===== config.mk =====
export PLATFORM = sky130hd
export DESIGN_NAME = addr_speed_flush_ctrl
export DESIGN_NICKNAME = d
export VERILOG_FILES = /design/src/ctl_pkg.sv /design/src/flush_handshake.sv /design/src/addr_speed_flush_ctrl.sv
export SDC_FILE = /design/constraint.sdc
export NUM_CORES = 1
export LEC_CHECK = 0
export BUFFER_PORTS_ARGS = -buffer_cell sky130_fd_sc_hd__buf_2
export CAP_MARGIN = 20
export CORE_UTILIZATION = 49
export DETAILED_ROUTE_END_ITERATION = 10
export PLACE_DENSITY = 0.84
export SYNTH_ARGS = -nofsm -noshare
export SYNTH_HDL_FRONTEND = slang
export SYNTH_SLANG_ARGS = --single-unit

===== constraint.sdc =====
create_clock -name pclk -period 2.46 [get_ports pclk]
set_input_delay 0.246 -clock pclk [delete_from_list [all_inputs] [get_ports pclk]]
set_output_delay 0.246 -clock pclk [all_outputs]
set_load 0.02 [all_outputs]

===== src/ctl_pkg.sv =====
// package: register map, field layout and event carriers of the address/speed/flush control block
package ctl_pkg;
  localparam logic [7:0] OFF_CTRL        = 8'h00;
  localparam logic [7:0] OFF_OWN_ADDR    = 8'h04;
  localparam logic [7:0] OFF_STATUS      = 8'h14;

  localparam int         CTRL_ROLE_LO    = 1;
  localparam int         CTRL_ROLE_HI    = 2;
  localparam int         CTRL_ADDR_W     = 3;
  localparam int         CTRL_SPEED_LO   = 4;
  localparam int         CTRL_SPEED_HI   = 5;
  localparam int         CTRL_GC_MODE    = 6;
  localparam int         CTRL_TX_FLUSH   = 7;
  localparam int         CTRL_RX_FLUSH   = 8;

  localparam int         OWN_SA7_LO      = 0;
  localparam int         OWN_SA7_HI      = 6;
  localparam int         OWN_EXT_LO      = 7;
  localparam int         OWN_EXT_HI      = 9;

  localparam int         ST_CODE_LO      = 0;
  localparam int         ST_CODE_HI      = 7;
  localparam int         ST_MATCH        = 8;
  localparam int         ST_TX_BUSY      = 9;
  localparam int         ST_RX_BUSY      = 10;

  localparam logic [1:0] ROLE_SLAVE      = 2'h0;
  localparam logic [1:0] ROLE_MASTER_SLV = 2'h2;
  localparam logic [1:0] SPEED_STD       = 2'h0;
  localparam logic [1:0] SPEED_FAST      = 2'h1;

  localparam logic [6:0] RST_SA7         = 7'h55;
  localparam logic [2:0] RST_EXT         = 3'h0;
  localparam logic [1:0] RST_ROLE        = 2'h0;
  localparam logic [1:0] RST_SPEED       = 2'h0;
  localparam logic [7:0] RST_CODE        = 8'h00;

  localparam int         SYNC_DEPTH      = 2;

  typedef struct packed {
    logic       valid;
    logic       ten_bit;
    logic [9:0] addr;
  } addr_event_s;

  typedef struct packed {
    logic       valid;
    logic       hw;
    logic [7:0] cmd;
  } gc_event_s;
endpackage : ctl_pkg


===== src/flush_handshake.sv =====
// toggle handshake carrying one flush request to the serial side and its completion back
`timescale 1ns/10ps
module flush_handshake
  import ctl_pkg::*;
(
  input  wire logic pclk,
  input  wire logic presetn,
  input  wire logic start,
  output logic      busy,
  output logic      flush_pulse
);
  logic                  req;
  logic [SYNC_DEPTH-1:0] req_sync;
  logic                  req_seen;
  logic                  ack;
  logic [SYNC_DEPTH-1:0] ack_sync;

  // system side: request toggle, started only when idle
  always_ff @(posedge pclk or negedge presetn) begin
    if (!presetn) begin
      req <= 1'b0;
    end else if (start && !busy) begin
      req <= ~req;
    end
  end

  // serial side: synchronise request, pulse flush, return toggle
  always_ff @(posedge pclk or negedge presetn) begin
    if (!presetn) begin
      req_sync    <= '0;
      req_seen    <= 1'b0;
      flush_pulse <= 1'b0;
      ack         <= 1'b0;
    end else begin
      req_sync    <= {req_sync[SYNC_DEPTH-2:0], req};
      req_seen    <= req_sync[SYNC_DEPTH-1];
      flush_pulse <= req_sync[SYNC_DEPTH-1] != req_seen;
      ack         <= req_seen;
    end
  end

  // system side: completion synchroniser
  always_ff @(posedge pclk or negedge presetn) begin
    if (!presetn) begin
      ack_sync <= '0;
    end else begin
      ack_sync <= {ack_sync[SYNC_DEPTH-2:0], ack};
    end
  end

  assign busy = req != ack_sync[SYNC_DEPTH-1];
endmodule : flush_handshake


===== src/addr_speed_flush_ctrl.sv =====
// control register block: address width, speed class, general call handling and path flushes over apb
`timescale 1ns/10ps
// How it works
// - compare received address, 7 or 10 bit
// - speed field selects standard or fast rate
// - transparent general call goes to receive FIFO
// - direct general call executes, stores status code
// - hardware general call always passed to receive
// - transmit flush resets path, keeps configuration
// - transmit flush bit reads 1 until done
// - receive flush resets path, keeps configuration
// - receive flush bit reads 1 until done
// - role field: slave or master/slave addressable
module addr_speed_flush_ctrl
  import ctl_pkg::*;
#(
  parameter int ADDR_W = 8
) (
  input  wire logic              pclk,
  input  wire logic              presetn,
  input  wire logic              psel,
  input  wire logic              penable,
  input  wire logic              pwrite,
  input  wire logic [ADDR_W-1:0] paddr,
  input  wire logic [31:0]       pwdata,
  output logic      [31:0]       prdata,
  output logic                   pready,
  output logic                   pslverr,
  input  wire addr_event_s       rx_addr_event,
  input  wire gc_event_s         rx_gc_event,
  output logic                   addr_match,
  output logic                   gc_to_rx_fifo,
  output logic                   gc_direct_exec,
  output logic      [7:0]        gc_direct_cmd,
  output logic                   speed_fast,
  output logic      [1:0]        bus_speed_select,
  output logic                   tx_path_reset,
  output logic                   rx_path_reset
);
  if (ADDR_W < 8) begin : g_addr_w_check
    $error("ADDR_W must be at least 8");
  end

  logic [1:0] role_select;
  logic       slave_addr_width_sel;
  logic       general_call_handling;
  logic [6:0] own_sa7;
  logic [2:0] own_ext;
  logic [7:0] status_code;
  logic       tx_path_flush;
  logic       rx_path_flush;
  logic       wr_ctrl;
  logic       wr_own;
  logic       access;
  logic       mapped;
  logic       addressable;
  logic [7:0] word_addr;
  logic [31:0] next_prdata;
  logic       gc_direct;

  function automatic logic addr_hit(input logic [7:0] a, input logic [7:0] off);
    addr_hit = a == off;
  endfunction : addr_hit

  function automatic logic gc_direct_call(input gc_event_s ev, input logic handling);
    gc_direct_call = ev.valid && !ev.hw && handling;
  endfunction : gc_direct_call

  assign word_addr = paddr[7:0];
  assign access    = psel && penable;
  assign mapped    = addr_hit(word_addr, OFF_CTRL) || addr_hit(word_addr, OFF_OWN_ADDR) ||
                     addr_hit(word_addr, OFF_STATUS);
  assign pready    = 1'b1;
  assign pslverr   = access && (!mapped || (pwrite && addr_hit(word_addr, OFF_STATUS)));
  assign wr_ctrl   = access && pwrite && addr_hit(word_addr, OFF_CTRL);
  assign wr_own    = access && pwrite && addr_hit(word_addr, OFF_OWN_ADDR);
  assign gc_direct = gc_direct_call(rx_gc_event, general_call_handling);

  // configuration fields
  always_ff @(posedge pclk or negedge presetn) begin
    if (!presetn) begin
      role_select           <= RST_ROLE;
      slave_addr_width_sel  <= 1'b0;
      bus_speed_select      <= RST_SPEED;
      general_call_handling <= 1'b0;
    end else if (wr_ctrl) begin
      role_select           <= pwdata[CTRL_ROLE_HI:CTRL_ROLE_LO];
      slave_addr_width_sel  <= pwdata[CTRL_ADDR_W];
      bus_speed_select      <= pwdata[CTRL_SPEED_HI:CTRL_SPEED_LO];
      general_call_handling <= pwdata[CTRL_GC_MODE];
    end
  end

  always_ff @(posedge pclk or negedge presetn) begin
    if (!presetn) begin
      own_sa7 <= RST_SA7;
      own_ext <= RST_EXT;
    end else if (wr_own) begin
      own_sa7 <= pwdata[OWN_SA7_HI:OWN_SA7_LO];
      own_ext <= pwdata[OWN_EXT_HI:OWN_EXT_LO];
    end
  end

  // speed class decode; codes other than fast fall back to standard
  always_ff @(posedge pclk or negedge presetn) begin
    if (!presetn) begin
      speed_fast <= 1'b0;
    end else begin
      speed_fast <= bus_speed_select == SPEED_FAST;
    end
  end

  // flush commands, held busy through the handshake
  flush_handshake u_tx_flush (
    .pclk        (pclk),
    .presetn     (presetn),
    .start       (wr_ctrl && pwdata[CTRL_TX_FLUSH]),
    .busy        (tx_path_flush),
    .flush_pulse (tx_path_reset)
  );

  flush_handshake u_rx_flush (
    .pclk        (pclk),
    .presetn     (presetn),
    .start       (wr_ctrl && pwdata[CTRL_RX_FLUSH]),
    .busy        (rx_path_flush),
    .flush_pulse (rx_path_reset)
  );

  // address matching in slave and master/slave roles
  assign addressable = role_select == ROLE_SLAVE || role_select == ROLE_MASTER_SLV;

  always_ff @(posedge pclk or negedge presetn) begin
    if (!presetn) begin
      addr_match <= 1'b0;
    end else if (rx_addr_event.valid) begin
      if (!addressable) begin
        addr_match <= 1'b0;
      end else if (slave_addr_width_sel) begin
        addr_match <= rx_addr_event.ten_bit && rx_addr_event.addr == {own_ext, own_sa7};
      end else begin
        addr_match <= !rx_addr_event.ten_bit && rx_addr_event.addr[6:0] == own_sa7;
      end
    end
  end

  // general call routing
  always_ff @(posedge pclk or negedge presetn) begin
    if (!presetn) begin
      gc_to_rx_fifo  <= 1'b0;
      gc_direct_exec <= 1'b0;
      gc_direct_cmd  <= 8'h00;
      status_code    <= RST_CODE;
    end else begin
      gc_to_rx_fifo  <= rx_gc_event.valid && (rx_gc_event.hw || !general_call_handling);
      gc_direct_exec <= gc_direct;
      if (gc_direct) begin
        gc_direct_cmd <= rx_gc_event.cmd;
        status_code   <= rx_gc_event.cmd;
      end
    end
  end

  // read mux
  always_comb begin
    next_prdata = 32'h0000_0000;
    if (addr_hit(word_addr, OFF_CTRL)) begin
      next_prdata[CTRL_ROLE_HI:CTRL_ROLE_LO]   = role_select;
      next_prdata[CTRL_ADDR_W]                 = slave_addr_width_sel;
      next_prdata[CTRL_SPEED_HI:CTRL_SPEED_LO] = bus_speed_select;
      next_prdata[CTRL_GC_MODE]                = general_call_handling;
      next_prdata[CTRL_TX_FLUSH]               = tx_path_flush;
      next_prdata[CTRL_RX_FLUSH]               = rx_path_flush;
    end else if (addr_hit(word_addr, OFF_OWN_ADDR)) begin
      next_prdata[OWN_SA7_HI:OWN_SA7_LO] = own_sa7;
      next_prdata[OWN_EXT_HI:OWN_EXT_LO] = own_ext;
    end else if (addr_hit(word_addr, OFF_STATUS)) begin
      next_prdata[ST_CODE_HI:ST_CODE_LO] = status_code;
      next_prdata[ST_MATCH]              = addr_match;
      next_prdata[ST_TX_BUSY]            = tx_path_flush;
      next_prdata[ST_RX_BUSY]            = rx_path_flush;
    end
  end

  always_ff @(posedge pclk or negedge presetn) begin
    if (!presetn) begin
      prdata <= 32'h0000_0000;
    end else if (psel && !penable && !pwrite) begin
      prdata <= next_prdata;
    end
  end
endmodule : addr_speed_flush_ctrl


# Word-level counts from Yosys, hierarchy flattened
# Cells that the tools add are included.
# Widths: inputs -> output; s select.
[word_totals]
register_bits = 55
in_bits = 67
output_inout_bits = 50
elab_cells = 76
[classes]
eq_ne = 10
n_mux = 8
bitwise = 2
reduce_logical = 32
[op_table]
columns = ["operator", "count"]
rows = [
  ["$logic_and 1x1->1", 17],
  ["$mux 11", 1],
  ["$eq 10x10->1", 1],
  ["$mux 10", 1],
  ["$eq 8x3->1 const B", 1],
  ["$eq 8x5->1 const B", 1],
  ["$logic_not 1->1", 8],
  ["$logic_not 8->1", 1],
  ["$mux 8", 1],
  ["$eq 7x7->1", 1],
  ["$logic_or 1x1->1", 5],
  ["$mux 1", 4],
  ["$ne 1x1->1", 4],
  ["$eq 2x1->1 const B", 1],
  ["$eq 2x2->1 const B", 1],
  ["$logic_not 2->1", 1],
  ["$mux 2", 1],
  ["$not 1->1", 2],
]

# Longest topological paths before layout
[logic_depth]
ltp_word = 6
depth_mapped = 5
mapped_depth_nobuf = 4

# By module
# From an unflattened synthesis, not the netlist that was laid out.
[unflattened]
hier_cells = 197
area_unflattened_um2 = 2472.4
[by_module_without_submodules]
columns = ["mod", "instances", "cells_per_inst", "area_each_um2", "seq_area_each_um2"]
rows = [
  ["addr_speed_flush_ctrl", 1, 173, 2019.4, 980.9],
  ["flush_handshake", 2, 12, 226.5, 200.2],
]

# Worst setup path before layout
# Ideal clock, no wire load.
[synth_timing]
path_kind = "in2reg"
start = "input port paddr[0]"
end = "register bus_speed_select[0]"
setup_ps = 125
t_arrival_ps = 1743
setup_slack_ps = 592
path_stages = 4
path_buffers = 1
cell_sequence = "or4_1 > buf_2 > nor4_4 > mux2_2"
[synth_via]
elab_chain_cells = 2
[synth_lines]
columns = ["element", "line_no", "rtl"]
rows = [
  ["start, declared", "addr_speed_flush_ctrl.sv:24", "input wire logic [ADDR_W-1:0] paddr,"],
  ["$logic_not 8->1", "addr_speed_flush_ctrl.sv:62", "addr_hit = a == off;"],
  ["$logic_and 1x1->1", "addr_speed_flush_ctrl.sv:75", "assign wr_ctrl = access && pwrite && addr_hit(word_addr, OFF_CTRL);"],
  ["end signal, assigned", "addr_speed_flush_ctrl.sv:89", "bus_speed_select <= pwdata[CTRL_SPEED_HI:CTRL_SPEED_LO];"],
  ["end, declared", "addr_speed_flush_ctrl.sv:36", "output logic [1:0] bus_speed_select,"],
]
# No other way between the ends.
# A chain may end at the register's enable or synchronous reset.

# Worst setup path in the final report
[layout_timing]
start = "input port paddr[0]"
end = "register own_ext[2]"
[layout_via]
elab_chain_cells = 2
[layout_lines]
columns = ["element", "line_no", "rtl"]
rows = [
  ["$eq 8x3->1", "addr_speed_flush_ctrl.sv:62", ""],
  ["$logic_and 1x1->1", "addr_speed_flush_ctrl.sv:76", "assign wr_own = access && pwrite && addr_hit(word_addr, OFF_OWN_ADDR);"],
  ["end signal, assigned", "addr_speed_flush_ctrl.sv:100", "own_ext <= pwdata[OWN_EXT_HI:OWN_EXT_LO];"],
  ["end, declared", "addr_speed_flush_ctrl.sv:48", "logic [2:0] own_ext;"],
]
# No other way between the ends.

==> out/qor.yml <==
placement:
  place_hpwl_um: 3680
  dpl_worst_slack_ns: 0.348
  placer_s_final_routability_congestion_estimate: 0.771
  portBuffers: 72
  placed_instance_area_mm2: 0.00279
clocking:
  cts_sinks: 55
  post_cts_resized: 0
  cts_tree: "yes"
  path_clk_slew_ns: 0.09
  max-clock-path-buffers: 2
  cts_hold_buf: 1
  postCtsSetupRepairBufs: 0
  cts_buffers: 5
  clock_network_latency_to_the_later_pin_of_the_worst_skew_pair_ns: 0.31
  htree_levels: 2
  cell_at_the_root_of_the_clock_tree: "clkbuf_8"
floorplanning:
  dieWidth_um: 72.4
  core_mm2: 0.00475
  core.rowCount: 25
  die_area_mm2: 0.00524
  io_pins: 117
  height_of_the_die_um: 72.4
  starting_density_pct: 51.1
worst_setup_path:
  crit_required_ns: 2.66
  worst-path-buf-inv: 1
  timing.critical_path.to_type: "flop"
  worstPathMaxFanout: 10
  type_of_the_worst_setup_path: "input pin to flop"
  cp_slowest_cell: "or4_1"
  cp_slowest_stage_delay_ns: 0.66
  crit_arrival_ns: 1.97
  cpLargestDelayFamily: "simple AND/OR/NAND/NOR gates"
  startpoint_type: "input pin"
  critical_path.cell_chain: "buf_2, or4_1, nor2_1, nand3_2, mux2_2"
drt:
  detailroute.via_count: 1662
  drt_pre_antenna_iters: 5
  routedWlPerCell_um: 14.2
  routed_wl_um: 4810
  drt.antenna.violating_nets: 0
  dr.first_iter.drc_count: 33
  drc: 0
  drt-vias-per-instance: 4.92
finish:
  n_fill_cell: 418
  fin_nets: 337
  area_growth_syn_to_layout_pct: 19.5
  multi_input_comb_area_um2: 902
  ff_latch_area_mm2: 0.00138
  stdcell_area_mm2: 0.00290
  drive_gt1_share_pct: 43.2
  antenna-diode-count: 0
logic_synthesis:
  synth.avg_cell_area_um2: 12.5
  post_synth_inst_count: 194
  yosys_most_used_dff: "dfrtp_1"
  synth_area_mm2: 0.00243
  commonest_cells_post_synth: "dfrtp_1, mux2_2, buf_4, o21ai_0"
  yosys.cell_count.top_type: "dfrtp_1"
  synth_top_area_share_pct: 52.6
  netlist.top_cell.by_area: "dfrtp_1"
  synthTopCellsByArea: "dfrtp_1, mux2_2, buf_4"
  number_of_library_cell_types_mapped_by_synthesis: 34
  synth_async_sr_flop_share_pct: 100
  yosys_warnings: 0
  seq_area_frac_synth_pct: 56.9
  synth-edff-count: 0
  yosys_register_bits: 55
power_and_ir_drop:
  cellPowerDensity_mw_per_mm2: 560
  total_power_uw: 1620
  ir_drop_uv: 301
  static_leak_uw: 0.00154
timing:
  transition_time_at_the_pin_with_the_least_slew_margin_ns: 0.516
  total_negative_setup_slacks_ns: 0
  period_minus_slack_ns: 1.78
  final-hold-violation-count: 0
  setup_repair_after_global_routing_missed_its_margin: "false"
  timing.final.crit_share_pct: 72.2
  setup_viol_count_final: 0
  final_clock_skew_ns: 0.00291
  slew_limit_fails: 0
  clock.fmax_mhz: 563
  final.setup.worst_slack_ns: 0.685
  maxSlewHeadroom_pct: 65.5
global_routing:
  grt_max_degree: 23
  peak_usage_layer_in_the_global_routing_report: "met2"
  grt_antenna_before_repair: 0
  groute.usage.overall_pct: 20.0
  globalRouteMet2Util_pct: 35.0
  grt_first_pass_wirelength_um: 7670
  met3_usage_pct: 3.75
  met1_usage_pct: 24.5
  grt.overflow.total: 0
  number_of_global_route_vias_before_repair: 1604
hold_path:
  holdCritPathClass: "input pin to flop"
run:
  max_cap_viols: 0
status:
  status: "finished clean"
## flip-flops by register name (all words and copies together), names as in the netlist, 2 cells and up
register,cells
own_sa7,7
u_rx_flush.req_sync,2
u_tx_flush.req_sync,2
status_code,8
role_select,2
u_rx_flush.ack_sync,2
own_ext,3
prdata,11
bus_speed_select,2
u_tx_flush.ack_sync,2
## routing by layer
| layer | wire (um) | share of wire (%) |
|---|---|---|
| met5 | 0 | 0 |
| met4 | 72 | 1.5 |
| met3 | 284 | 5.9 |
| met2 | 2420 | 50 |
| met1 | 2030 | 42 |
## path summary, 6_finish.rpt
path | start | slack [ns] | to | cells past startpoint
setup reg to reg | own_sa7[5]$_DFFE_PN0P_ | 1.06 | addr_match$_DFFE_PN0P_ | 4
max in group asynchronous | presetn | 1.35 | own_sa7[2]$_DFFE_PN1P_ | 3
hold / removal | rx_addr_event[11] | 0.13 | addr_match$_DFFE_PN0P_ | 2
min in group asynchronous | presetn | 0.43 | status_code[5]$_DFFE_PN0P_ | 2
setup / recovery | paddr[0] | 0.68 | own_ext[2]$_DFFE_PN0P_ | 5
hold reg to reg | u_rx_flush.ack$_DFF_PN0_ | 0.36 | u_rx_flush.ack_sync[0]$_DFF_PN0_ | 0
## stage by stage
step	utilization [%]	instances	hold WS [ns]
finish	61.0	338	0.129
global route	61.0	338	0.137
CTS	61.0	338	0.119
detailed placement	58.7	329	0.233
global placement	58.7	329	0.225
floorplan	-	214	-0.0496
## report_power, final
part | switching (uW) | internal (uW)
logic | 106 | 61.2
clock network | 268 | 257
registers | 11.3 | 921
## final cells by class
| class | count | area share [%] |
|---|---|---|
| Sequential cell | 55 | 47.6 |
| Multi-Input combinational cell | 123 | 31.1 |
| Timing Repair Buffer | 78 | 14.1 |
| Clock buffer | 8 | 3.45 |
| Tap cell | 67 | 2.89 |
| Inverter | 7 | 0.906 |
## logic make-up (layout without fill, tap and decap cells)
| group | after synthesis | count (layout) | synth area share [%] |
|---|---|---|---|
| compound gates | 30 | 30 | 7.88 |
| simple gates | 25 | 25 | 6.44 |
| mux | 32 | 32 | 14.4 |
| flops | 55 | 55 | 56.9 |
| other cells | 2 | 22 | 0.309 |
| buf+inv | 36 | 93 | 9.07 |
| xor+xnor | 14 | 14 | 5.05 |
## cells in the final DEF, fill, tap and decap left out, types with 4 or more instances in the layout
master,Yosys,final
a22oi_1,7,7
buf_2,2,72
buf_4,22,5
clkbuf_8,0,7
conb_1,2,22
dfrtp_1,51,51
dfstp_2,4,4
inv_1,7,7
mux2_2,23,23
mux2i_1,9,9
nand2_1,9,9
o21ai_0,12,12
xnor2_1,6,6
xor2_1,8,8
## worst reg2reg max path, cell delays in order (launching register included)
cell	delay [ns]
dfrtp_1	0.42
xor2_1	0.18
a2111oi_0	0.43
nand4_1	0.17
o22ai_1	0.14
Note: power is estimated with default switching activity, not from simulation.
